File: src/fbsc_pkg.sv
// package: constants and carrier types for the flash boot select control
package fbsc_pkg;
   localparam int unsigned ADDR_W       = 16;
   localparam int unsigned NUM_BLOCKS   = 5;
   localparam int unsigned BLK_W        = 3;
   localparam logic [15:0] BLK1_BASE    = 16'h2000;
   localparam logic [15:0] BLK2_BASE    = 16'h4000;
   localparam logic [15:0] BLK3_BASE    = 16'h8000;
   localparam logic [15:0] BLK4_BASE    = 16'hC000;
   localparam logic [15:0] BOOT_ROM_BASE = 16'hF800;
   localparam logic [15:0] APP_START    = 16'h0000;
   localparam logic [15:0] FACT_BPC     = 16'hF800;
   localparam logic [15:0] FACT_BOOT_STATUS_WORD    = 16'h8000;
   localparam logic [7:0]  STATUS_ERASED = 8'h00;
   localparam logic [7:0]  STATUS_ERR   = 8'h01;
   localparam logic [7:0]  BYTE_ERASED  = 8'hFF;
   localparam int unsigned CLK_MHZ      = 100;
   localparam int unsigned VPP_NS       = 5000;
   localparam int unsigned WAKE_NS      = 3000;
   localparam int unsigned VPP_CYC      = (VPP_NS * CLK_MHZ + 999) / 1000;
   localparam int unsigned WAKE_CYC     = (WAKE_NS * CLK_MHZ + 999) / 1000;
   localparam int unsigned CNT_W        = 10;

   typedef enum logic [2:0] {
      FBSC_OP_NONE  = 3'h0,
      FBSC_OP_PROG  = 3'h1,
      FBSC_OP_BLK   = 3'h2,
      FBSC_OP_CHIP  = 3'h3,
      FBSC_OP_VECT  = 3'h4
   } fbsc_op_t;

   typedef struct packed {
      fbsc_op_t    op;
      logic [15:0] addr;
      logic [7:0]  data;
   } fbsc_req_t;

   typedef struct packed {
      logic        to_boot_rom;
      logic        to_flash;
      logic [2:0]  block;
   } fbsc_fetch_t;

   typedef struct packed {
      logic [15:0] pc;
      logic [15:0] psw;
   } fbsc_vector_t;
endpackage

File: src/fbsc_top.sv
// module: flash boot select, overlay, vpp and idle control
`timescale 1ns/10ps
module fbsc_top #(
   parameter int unsigned VPP_CYCLES  = fbsc_pkg::VPP_CYC,
   parameter int unsigned WAKE_CYCLES = fbsc_pkg::WAKE_CYC
) (
   // clock and reset
   input  wire logic                  sys_clk_in,
   input  wire logic                  arst_n_in,
   // reset-time strap pins
   input  wire logic                  fetch_strobe_n_in,
   input  wire logic                  ale_in,
   input  wire logic                  ext_access_n_in,
   input  wire logic                  vpp_tied_vdd_in,
   // software control bits
   input  wire logic                  boot_rom_enable_wr_in,
   input  wire logic                  boot_rom_enable_in,
   input  wire logic                  flash_idle_enable_wr_in,
   input  wire logic                  flash_idle_enable_in,
   input  wire logic                  cpu_idle_in,
   // flash operation requests
   input  wire logic                  req_valid_in,
   input  wire fbsc_pkg::fbsc_req_t   req_in,
   input  wire logic                  prog_fail_in,
   // instruction fetch decode
   input  wire logic [15:0]           fetch_addr_in,
   // status outputs
   output logic                       boot_rom_enable_out,
   output logic                       prog_voltage_valid_out,
   output logic                       flash_idle_enable_out,
   output logic                       vpp_gen_on_out,
   output logic                       flash_power_down_out,
   output logic                       cpu_hold_out,
   output logic                       vector_ready_out,
   output fbsc_pkg::fbsc_vector_t     reset_vector_out,
   output logic [7:0]                 status_byte_out,
   output fbsc_pkg::fbsc_vector_t     boot_vector_out,
   output fbsc_pkg::fbsc_fetch_t      fetch_route_out,
   // flash array commands
   output logic                       flash_wr_out,
   output logic [15:0]                flash_addr_out,
   output logic [7:0]                 flash_data_out,
   output logic [fbsc_pkg::NUM_BLOCKS-1:0] flash_erase_out
);
   // ---------------------------------------------------------------
   // parameter range checks
   // ---------------------------------------------------------------
   // both delays run in CNT_W bit counters; zero would give no delay at all
   localparam int unsigned CNT_MAX = (1 << fbsc_pkg::CNT_W) - 1;
   if (VPP_CYCLES < 1 || VPP_CYCLES > CNT_MAX) begin : g_vpp_chk
      $error("VPP_CYCLES out of range");
   end
   if (WAKE_CYCLES < 1 || WAKE_CYCLES > CNT_MAX) begin : g_wake_chk
      $error("WAKE_CYCLES out of range");
   end

   localparam logic [9:0]  VPP_LIM     = 10'(VPP_CYCLES);
   localparam logic [9:0]  WAKE_LIM    = 10'(WAKE_CYCLES);
   // a byte program to this address lands in the status byte
   localparam logic [15:0] STATUS_ADDR = 16'hFFFF;

   // ---------------------------------------------------------------
   // strap synchronisers and reset release capture
   // ---------------------------------------------------------------
   logic [2:0] strap_s1;
   logic [2:0] strap_s2;
   logic       vpp_s1;
   logic       vpp_s2;
   logic       first;

   // straps keep sampling through reset, so the first edge after
   // release sees the level the board held while reset was low
   always_ff @(posedge sys_clk_in) begin
      strap_s1 <= {fetch_strobe_n_in, ale_in, ext_access_n_in};
      strap_s2 <= strap_s1;
   end

   always_ff @(posedge sys_clk_in or negedge arst_n_in) begin
      if (!arst_n_in) begin
         vpp_s1 <= 1'b0;
         vpp_s2 <= 1'b0;
      end else begin
         vpp_s1 <= vpp_tied_vdd_in;
         vpp_s2 <= vpp_s1;
      end
   end

   // straps as seen through reset; board must hold them until release
   wire strap_force = !strap_s2[2] && strap_s2[1] && strap_s2[0];
   wire status_nz   = (status_byte_out != fbsc_pkg::STATUS_ERASED);
   wire boot_sel    = status_nz || strap_force;

   // ---------------------------------------------------------------
   // flash operation request decode
   // ---------------------------------------------------------------
   wire              req_go  = req_valid_in && first;
   wire              op_prog = req_go && req_in.op == fbsc_pkg::FBSC_OP_PROG;
   wire              op_blk  = req_go && req_in.op == fbsc_pkg::FBSC_OP_BLK;
   wire              op_chip = req_go && req_in.op == fbsc_pkg::FBSC_OP_CHIP;
   wire              op_vect = req_go && req_in.op == fbsc_pkg::FBSC_OP_VECT;
   wire [1:0]        vsel    = req_in.addr[1:0];
   wire [7:0]        wdata   = req_in.data;

   // ---------------------------------------------------------------
   // flash block decode
   // ---------------------------------------------------------------
   function automatic logic [2:0] blk_of(input logic [15:0] a);
      logic [2:0] b;
      b = 3'h4;
      if (a < fbsc_pkg::BLK1_BASE)      b = 3'h0;
      else if (a < fbsc_pkg::BLK2_BASE) b = 3'h1;
      else if (a < fbsc_pkg::BLK3_BASE) b = 3'h2;
      else if (a < fbsc_pkg::BLK4_BASE) b = 3'h3;
      return b;
   endfunction

   wire [2:0] req_blk   = blk_of(req_in.addr);
   wire [2:0] fetch_blk = blk_of(fetch_addr_in);
   wire       in_top    = fetch_addr_in >= fbsc_pkg::BOOT_ROM_BASE;
   wire       rom_hit   = in_top && boot_rom_enable_out;

   logic [fbsc_pkg::NUM_BLOCKS-1:0] next_erase;
   genvar gi;
   generate
      for (gi = 0; gi < fbsc_pkg::NUM_BLOCKS; gi++) begin : g_erase
         assign next_erase[gi] = op_chip ||
                                 (op_blk && req_blk == 3'(gi));
      end
   endgenerate

   // ---------------------------------------------------------------
   // status byte and boot vector cells
   // ---------------------------------------------------------------
   // cells keep their contents through reset; the start value is the
   // image of a factory fresh part
   logic [7:0]             status_nv = fbsc_pkg::STATUS_ERR;
   fbsc_pkg::fbsc_vector_t vector_nv = '{pc:  fbsc_pkg::FACT_BPC,
                                         psw: fbsc_pkg::FACT_BOOT_STATUS_WORD};
   wire                    vect_erase = op_vect &&
                                        wdata == fbsc_pkg::BYTE_ERASED;
   wire                    status_wr  = op_prog &&
                                        req_in.addr == STATUS_ADDR;

   // an error report wins over an erase or write in the same cycle
   always_ff @(posedge sys_clk_in) begin
      if (prog_fail_in) begin
         status_nv <= fbsc_pkg::STATUS_ERR;
      end else if (vect_erase) begin
         status_nv <= fbsc_pkg::STATUS_ERASED;
         vector_nv <= '1;
      end else if (op_vect) begin
         unique case (vsel)
            2'h0: vector_nv.pc[7:0]   <= wdata;
            2'h1: vector_nv.pc[15:8]  <= wdata;
            2'h2: vector_nv.psw[7:0]  <= wdata;
            2'h3: vector_nv.psw[15:8] <= wdata;
         endcase
      end else if (status_wr) begin
         status_nv <= wdata;
      end
   end

   assign status_byte_out = status_nv;
   assign boot_vector_out = vector_nv;

   // ---------------------------------------------------------------
   // boot enable, vector ready, reset vector
   // ---------------------------------------------------------------
   logic [9:0] vpp_cnt;
   always_ff @(posedge sys_clk_in or negedge arst_n_in) begin
      if (!arst_n_in) begin
         first                  <= 1'b0;
         boot_rom_enable_out    <= 1'b0;
         vector_ready_out       <= 1'b0;
         reset_vector_out       <= '0;
      end else if (!first) begin
         first                  <= 1'b1;
         boot_rom_enable_out    <= boot_sel;
         vector_ready_out       <= 1'b1;
         reset_vector_out       <= boot_sel ? boot_vector_out
            : '{pc: fbsc_pkg::APP_START, psw: 16'h0000};
      end else if (boot_rom_enable_wr_in) begin
         boot_rom_enable_out    <= boot_rom_enable_in;
      end
   end

   // ---------------------------------------------------------------
   // programming voltage generator
   // ---------------------------------------------------------------
   // generator runs only when the supply pin sits on the logic rail
   wire       next_vpp_on  = boot_rom_enable_out && vpp_s2;
   wire       vpp_done     = vpp_cnt == VPP_LIM;
   wire [9:0] next_vpp_cnt = !boot_rom_enable_out ? 10'h000 :
                             vpp_done ? vpp_cnt : vpp_cnt + 10'h001;
   // only boot enable and the vpp_cnt delay drive it, not vpp_s2; no write path exists
   wire       next_valid   = boot_rom_enable_out && vpp_done;

   always_ff @(posedge sys_clk_in or negedge arst_n_in) begin
      if (!arst_n_in) begin
         vpp_gen_on_out         <= 1'b0;
         vpp_cnt                <= 10'h000;
         prog_voltage_valid_out <= 1'b0;
      end else begin
         vpp_gen_on_out         <= next_vpp_on;
         vpp_cnt                <= next_vpp_cnt;
         prog_voltage_valid_out <= next_valid;
      end
   end

   // ---------------------------------------------------------------
   // flash idle and wake delay
   // ---------------------------------------------------------------
   logic [9:0] wake_cnt;
   wire        idle_pd       = flash_idle_enable_out && cpu_idle_in;
   wire        wake_busy     = wake_cnt != 10'h000;
   // the array needs time to restart after an idle with it switched off
   wire [9:0]  next_wake_cnt = idle_pd ? WAKE_LIM :
                               wake_busy ? wake_cnt - 10'h001 : wake_cnt;
   wire        next_cpu_hold = idle_pd || wake_cnt > 10'h001;
   wire        next_idle_en  = flash_idle_enable_wr_in ?
                               flash_idle_enable_in : flash_idle_enable_out;

   always_ff @(posedge sys_clk_in or negedge arst_n_in) begin
      if (!arst_n_in) begin
         flash_idle_enable_out <= 1'b0;
         flash_power_down_out  <= 1'b0;
         wake_cnt              <= 10'h000;
         cpu_hold_out          <= 1'b0;
      end else begin
         flash_idle_enable_out <= next_idle_en;
         flash_power_down_out  <= idle_pd;
         wake_cnt              <= next_wake_cnt;
         cpu_hold_out          <= next_cpu_hold;
      end
   end

   // ---------------------------------------------------------------
   // fetch routing and flash command register
   // ---------------------------------------------------------------
   fbsc_pkg::fbsc_fetch_t next_route;
   assign next_route = '{to_boot_rom: rom_hit, to_flash: !rom_hit,
                         block: fetch_blk};

   always_ff @(posedge sys_clk_in or negedge arst_n_in) begin
      if (!arst_n_in) begin
         fetch_route_out <= '0;
         flash_wr_out    <= 1'b0;
         flash_addr_out  <= 16'h0000;
         flash_data_out  <= 8'h00;
         flash_erase_out <= '0;
      end else begin
         fetch_route_out <= next_route;
         flash_wr_out    <= op_prog;
         flash_addr_out  <= req_in.addr;
         flash_data_out  <= wdata;
         flash_erase_out <= next_erase;
      end
   end
endmodule

File: config.mk
export PLATFORM = sky130hd
export DESIGN_NAME = fbsc_top
export DESIGN_NICKNAME = d
export VERILOG_FILES = /design/src/fbsc_pkg.sv /design/src/fbsc_top.sv
export SDC_FILE = /design/constraint.sdc
export NUM_CORES = 1
export LEC_CHECK = 0
export ABC_CLOCK_PERIOD_IN_PS = 3700
export BUFFER_PORTS_ARGS = -buffer_cell sky130_fd_sc_hd__buf_2
export CAP_MARGIN = 25
export CORE_MARGIN = 2
export CORE_UTILIZATION = 30
export DETAILED_ROUTE_END_ITERATION = 16
export GPL_ROUTABILITY_DRIVEN = 0
export PLACE_DENSITY = 0.55
export SLEW_MARGIN = 20
export SYNTH_ARGS = -nofsm -noshare
export SYNTH_HDL_FRONTEND = slang
export SYNTH_SLANG_ARGS = --single-unit
File: constraint.sdc
create_clock -name sys_clk_in -period 3.7 [get_ports sys_clk_in]
set_input_delay 0.185 -clock sys_clk_in [delete_from_list [all_inputs] [get_ports sys_clk_in]]
set_output_delay 0.185 -clock sys_clk_in [all_outputs]
set_load 0.01 [all_outputs]
---- Yosys cells after proc, flatten, opt, wreduce, memory -nomap -nowiden ----
Cells that the tools add are included.
storage, ports and cells
  bits in registers ....................... 143
  word-level logic and storage cells ...... 128
cells by class
  add/sub/neg operators ................... 2
  $lt $le $gt $ge ......................... 10
  equal/unequal tests ..................... 17
  muxes and demuxes ....................... 23
  bitwise gates (word level) .............. 2
  reductions and logical operators ........ 45
operators with widths
  kind                   number
  $lt 16x16->1 const B   4
  $mux 32                2
  $mux 10                4
  $lt 16x14->1 const B   2
  $lt 16x15->1 const B   2
  $mux 8                 4
  $mux 3                 8
  $logic_and 1x1->1      18
  $eq 16x16->1 const B   1
  $ge 16x16->1 const B   1
  $reduce_bool 2->1      7
  $eq 3x2->1 const B     4
  $reduce_and 3->1       4
  $add 10x1->10 const B  1
  $eq 10x9->1 const B    1
  $gt 10x1->1 const B    1
  $reduce_bool 10->1     1
  $sub 10x1->10 const B  1
  $eq 8x8->1 const B     1
  $reduce_bool 8->1      1
  $logic_or 1x1->1       7
  $eq 3x1->1 const B     2
  $eq 3x3->1 const B     2
  $mux 1                 5
  10 further kinds       15

---- Logic depth before layout (Yosys ltp) ----
  word-level depth ........................ 8
  mapped depth ............................ 7

---- Worst setup path after synthesis ----
Ideal clock, no wire load.
  path type ............................... register to register
  start point ............................. register wake_cnt[3]
  end point ............................... register cpu_hold_out
  library setup time ...................... 0.131 ns
  data arrival time ....................... 1.756 ns
  data required time ...................... 3.569 ns
  path slack .............................. 1.813 ns
  cell stages (with the launch flop) ...... 5
  buffers on the path ..................... 1
  period minus slack after synthesis ...... 1.887 ns
  path through ............................ dfrtp_1 > or4_1 > buf_2 > or3_1 > or3_1
between the ends
  cells in the longest elaborated chain, start to end .. 2
ends and longest elaborated chain
  item                     RTL line         text
  start, declared          fbsc_top.sv:213  logic [9:0] wake_cnt;
  start signal, assigned   fbsc_top.sv:232  wake_cnt <= next_wake_cnt;
  $gt 10x1->1              fbsc_top.sv:219  wire next_cpu_hold = idle_pd || wake_cnt > 10'h001;
  $logic_or 1x1->1         fbsc_top.sv:219
  named net next_cpu_hold  fbsc_top.sv:219
  end signal, assigned     fbsc_top.sv:233  cpu_hold_out <= next_cpu_hold;
  end, declared            fbsc_top.sv:33   output logic cpu_hold_out,
The timed path passes the listed nets, and every way through them passes these cells.
A chain may end at the register's enable or synchronous reset.

---- Worst setup path after layout ----
  start point ............................. register first
  end point ............................... register status_nv[0] (netlist: status_byte_out[0])
between the ends
  cells in the longest elaborated chain, start to end .. 5
ends and longest elaborated chain
  item                                                              RTL line                          text
  start, declared                                                   fbsc_top.sv:69                    logic first;
  start signal, assigned                                            fbsc_top.sv:172                   first <= 1'b0;
  start signal, assigned                                            fbsc_top.sv:177                   first <= 1'b1;
  $logic_and 1x1->1 (*)                                             fbsc_top.sv:96                    wire req_go = req_valid_in && first;
  $logic_and 1x1->1 (on tied branches)                              fbsc_top.sv:100, fbsc_top.sv:97
  $logic_and 1x1->1 (on tied branches)                              fbsc_top.sv:139, fbsc_top.sv:141
  $ne 2x1->1 (no line) / $reduce_bool 2->1 (equally long branches)  --
  $reduce_and 2->1 (no line)                                        --
  end signal, assigned                                              fbsc_top.sv:147                   status_nv <= fbsc_pkg::STATUS_ERR;
  end signal, assigned                                              fbsc_top.sv:149                   status_nv <= fbsc_pkg::STATUS_ERASED;
  end signal, assigned                                              fbsc_top.sv:159                   status_nv <= wdata;
  end, declared                                                     fbsc_top.sv:136                   logic [7:0] status_nv = fbsc_pkg::STATUS_ERR;
Every way passes the cells marked *; elsewhere a longest branch is shown, timed or not.

==> results by group <==
Yosys
  – Avg Cell Area, Syn: 13.8 um2
  – Post-synthesis sequential area ratio: 70.1%
  – Synth cell count leaders: 97 x dfrtp_1, 32 x a22o_1, 32 x edfxtp_1, 16 x nor2_1, 15 x clkbuf_1
  – Post-synth EDFFs: 32
  – Area share of the leading cell type in the synthesized netlist: 46.4%
  – Main synth FF type: dfrtp_1
  – Synthesized instance count: 380
  – Yosys Warn Count: 0
  – Mapped Nets: 449
  – Most numerous cell in the Yosys netlist: dfrtp_1
  – Synth Cell Area: 0.00524 mm2
  – Top cells by area, synth: dfrtp_1 46%, edfxtp_1 18%, a22o_1 5.4%
  – Synth cell types: 48
  – Post-synth top area cell: dfrtp_1
  – Ys async rst share: 67.8%
  – Seq cells post-synth: 143

Power and ir drop
  – Seq pwr share: 47.0%
  – Total Power: 3.74 mW
  – Worst IR Drop VDD: 0.000314 V
  – PwrDens: 518 mW/mm2
  – Leak: 3.26 nW
  – Combinational share of power: 9.3%
  – Net Sw Power: 0.913 mW
  – Cell internal pwr: 2.82 mW
  – Clock Power Share: 43.7%
  – Sw Ratio: 24.4%

Worst hold path
  – Hold Crit Class: input port to flip-flop

GRT
  – GRT Util Overall: 15.3%
  – First-pass GRT wire length: 20900 um
  – Initial antenna violation count: 0
  – Pin count of the biggest net entering global routing: 67
  – Total gr overflow: 0
  – Vias in the first global route: 3825

Job
  – Max Cap Violations: 0

Cells and area
  – Post-Route Utilization: 42.0%
  – Area delta synth->final: 37.9%
  – Antenna diode count: 0
  – Total Nets Final: 654
  – Share of layout cells above drive strength 1: 35.8%

CTS
  – CTS tree: built
  – Max clock buf depth: 2
  – CTS Root Cell: clkbuf_16
  – Postcts setup bufs: 0
  – Worst-skew pair later-pin latency: 0.42 ns
  – Total CTS buffers: 17
  – H-tree levels: 4
  – Clock transition at the registers of the reported paths: 0.07 ns
  – Clock sink total: 143

Critical path
  – Worst EP arrival: 2.44 ns
  – CP Capture Type: flip-flop
  – CP Max Fanout: 36
  – Kind of critical path: flip-flop to flip-flop
  – Startpoint types: flip-flop
  – CP required: 4.01 ns

STA
  – Fmax: 0.469 GHz
  – Hold WS: 0.0413 ns
  – Setup violations, final: 0
  – Ratio of final minimum period to clock period: 57.6%
  – Minimum clock period: 2.13 ns
  – Final setup TNS: 0 ns
  – RSZ-0062 raised after global routing: false
  – Max_slew headroom: 32.9%
  – Worst Tran Pin Value: 1.01 ns
  – Pins Over Slew Limit: 0
  – Hold Vio Cnt, Final: 0
  – Clock Skews: 0.0102 ns

Floorplan
  – Initial Util: 30.5%
  – Die X: 136 um
  – Core area: 0.0172 mm2
  – Row Count: 48
  – Ports: 170
  – Die H: 136 um
  – Die outline area: 0.0185 mm2

Status
  – Status: complete, no violations

Routing
  – Post-detailed-route count of antenna-violating nets: 0
  – Residual DRC count: 0
  – 1st-iter DRT viols: 207
  – DRT Pass-1 Iters: 4
  – Drt wl/cell: 16.6 um
  – Vias: 3734
  – Via/cell ratio: 4.54
  – Total Wirelength: 13700 um

Placement
  – DP HPWL: 9990 um
  – Port-buffer cells: 169
## worst max-delay path, stage by stage, from the launching register on
cell and delay (ns):
dfrtp_1 0.34, buf_4 0.38, nand2_1 0.13, or4_4 0.49, o311a_1 0.37, a311o_1 0.31
## flip-flops by register name (all words and copies together), names as in the netlist
register,flops
cpu_hold_out,1
flash_data_out,8
flash_erase_out,5
vpp_s1,1
flash_wr_out,1
flash_addr_out,16
boot_rom_enable_out,1
fetch_route_out,5
wake_cnt,10
boot_vector_out,32
vector_ready_out,1
flash_idle_enable_out,1
vpp_cnt,10
vpp_gen_on_out,1
status_byte_out,8
reset_vector_out,32
prog_voltage_valid_out,1
strap_s2,3
first,1
flash_power_down_out,1
strap_s1,3
vpp_s2,1
## cell families (layout without fill, tap and decap cells)
kind of cell | count (synthesis) | count (layout) | synth area share, %
AOI/OAI and AO/OA | 70 | 70 | 9.82
xor gates and xnor gates | 12 | 12 | 2.01
adders and majority gates | 13 | 13 | 3.11
buffers and inverters | 33 | 251 | 2.56
DFF | 143 | 143 | 70.1
muxes | 6 | 6 | 1.22
other | 1 | 1 | 0.0716
and+or+nand+nor | 102 | 102 | 11.1
## metal layers
layer	part of all wire (%)	vias to the layer above	track usage, %	wire length [um]
li1	-	1786	-	-
met1	42	1819	18.5	5740
met2	50	118	25.6	6910
met3	6.5	11	5.15	891
met4	1.1	0	5.21	146
met5	0	-	0	0
## cells in the final DEF (no fill, tap or decap), types with 8 or more instances in the layout
master         instances
ha_1                  13
nand2_1               11
edfxtp_1              32
nor2_1                16
clkbuf_16             18
a21oi_1               14
dlygate4sd3_1         33
nand3_1               14
dfrtp_1               97
nor3_1                 8
dfxtp_1               14
inv_1                 12
a22o_1                32
o21ai_0               10
buf_2                168
## area by class of cell
| type | instances | area [um2] |
|---|---|---|
| clock buffers | 20 | 458 |
| clock inverters | 12 | 108 |
| fillers | 1638 | 9960 |
| inverters | 15 | 56.3 |
| multi-input cells | 204 | 1450 |
| flip-flops and latches | 143 | 3670 |
| well taps | 225 | 282 |
| repair buffers | 204 | 1190 |
## power groups by stage
stage               sequential [mW]  combinational (mW)  clock [mW]
floorplan                      1.80               0.161           0
global placement               1.78               0.315           0
detailed placement             1.79               0.324           0
CTS                            1.76               0.354        1.68
global route                   1.77               0.393        1.75
finish                         1.76               0.347        1.63
## per-stage QoR
| stage | setup slack (ns) | cells | instance area (um2) |
|---|---|---|---|
| 6_report | 1.57 | 823 | 7220 |
| 5_1_grt | 1.45 | 823 | 7220 |
| 4_1_cts | 1.54 | 823 | 7210 |
| 3_5_place_dp | 1.56 | 758 | 6320 |
| 3_3_place_gp | 1.58 | 758 | 6320 |
| 2_1_floorplan | 1.81 | 380 | 5240 |
## what timing repair did
| action | 4_1_cts | 5_1_grt |
|---|---|---|
| gates resized for setup | 0 | 0 |
| hold buffers | 33 | 0 |
| setup endpoints to repair | 0 | 0 |
| hold endpoints to repair | 96 | 0 |
## path summary, 6_finish.rpt
kind,start,to,slack (ns),cells after the start
max,first,status_byte_out[0],1.57,5
min,fetch_addr_in[12],fetch_route_out[4],0.04,3
max reg2reg,first,status_byte_out[0],1.57,5
min reg2reg,strap_s1[2],strap_s2[2],0.33,0
max in group asynchronous,arst_n_in,flash_power_down_out,2.35,3
min in group asynchronous,arst_n_in,vpp_cnt[6],0.40,2
(Power assumes the default switching activity.)
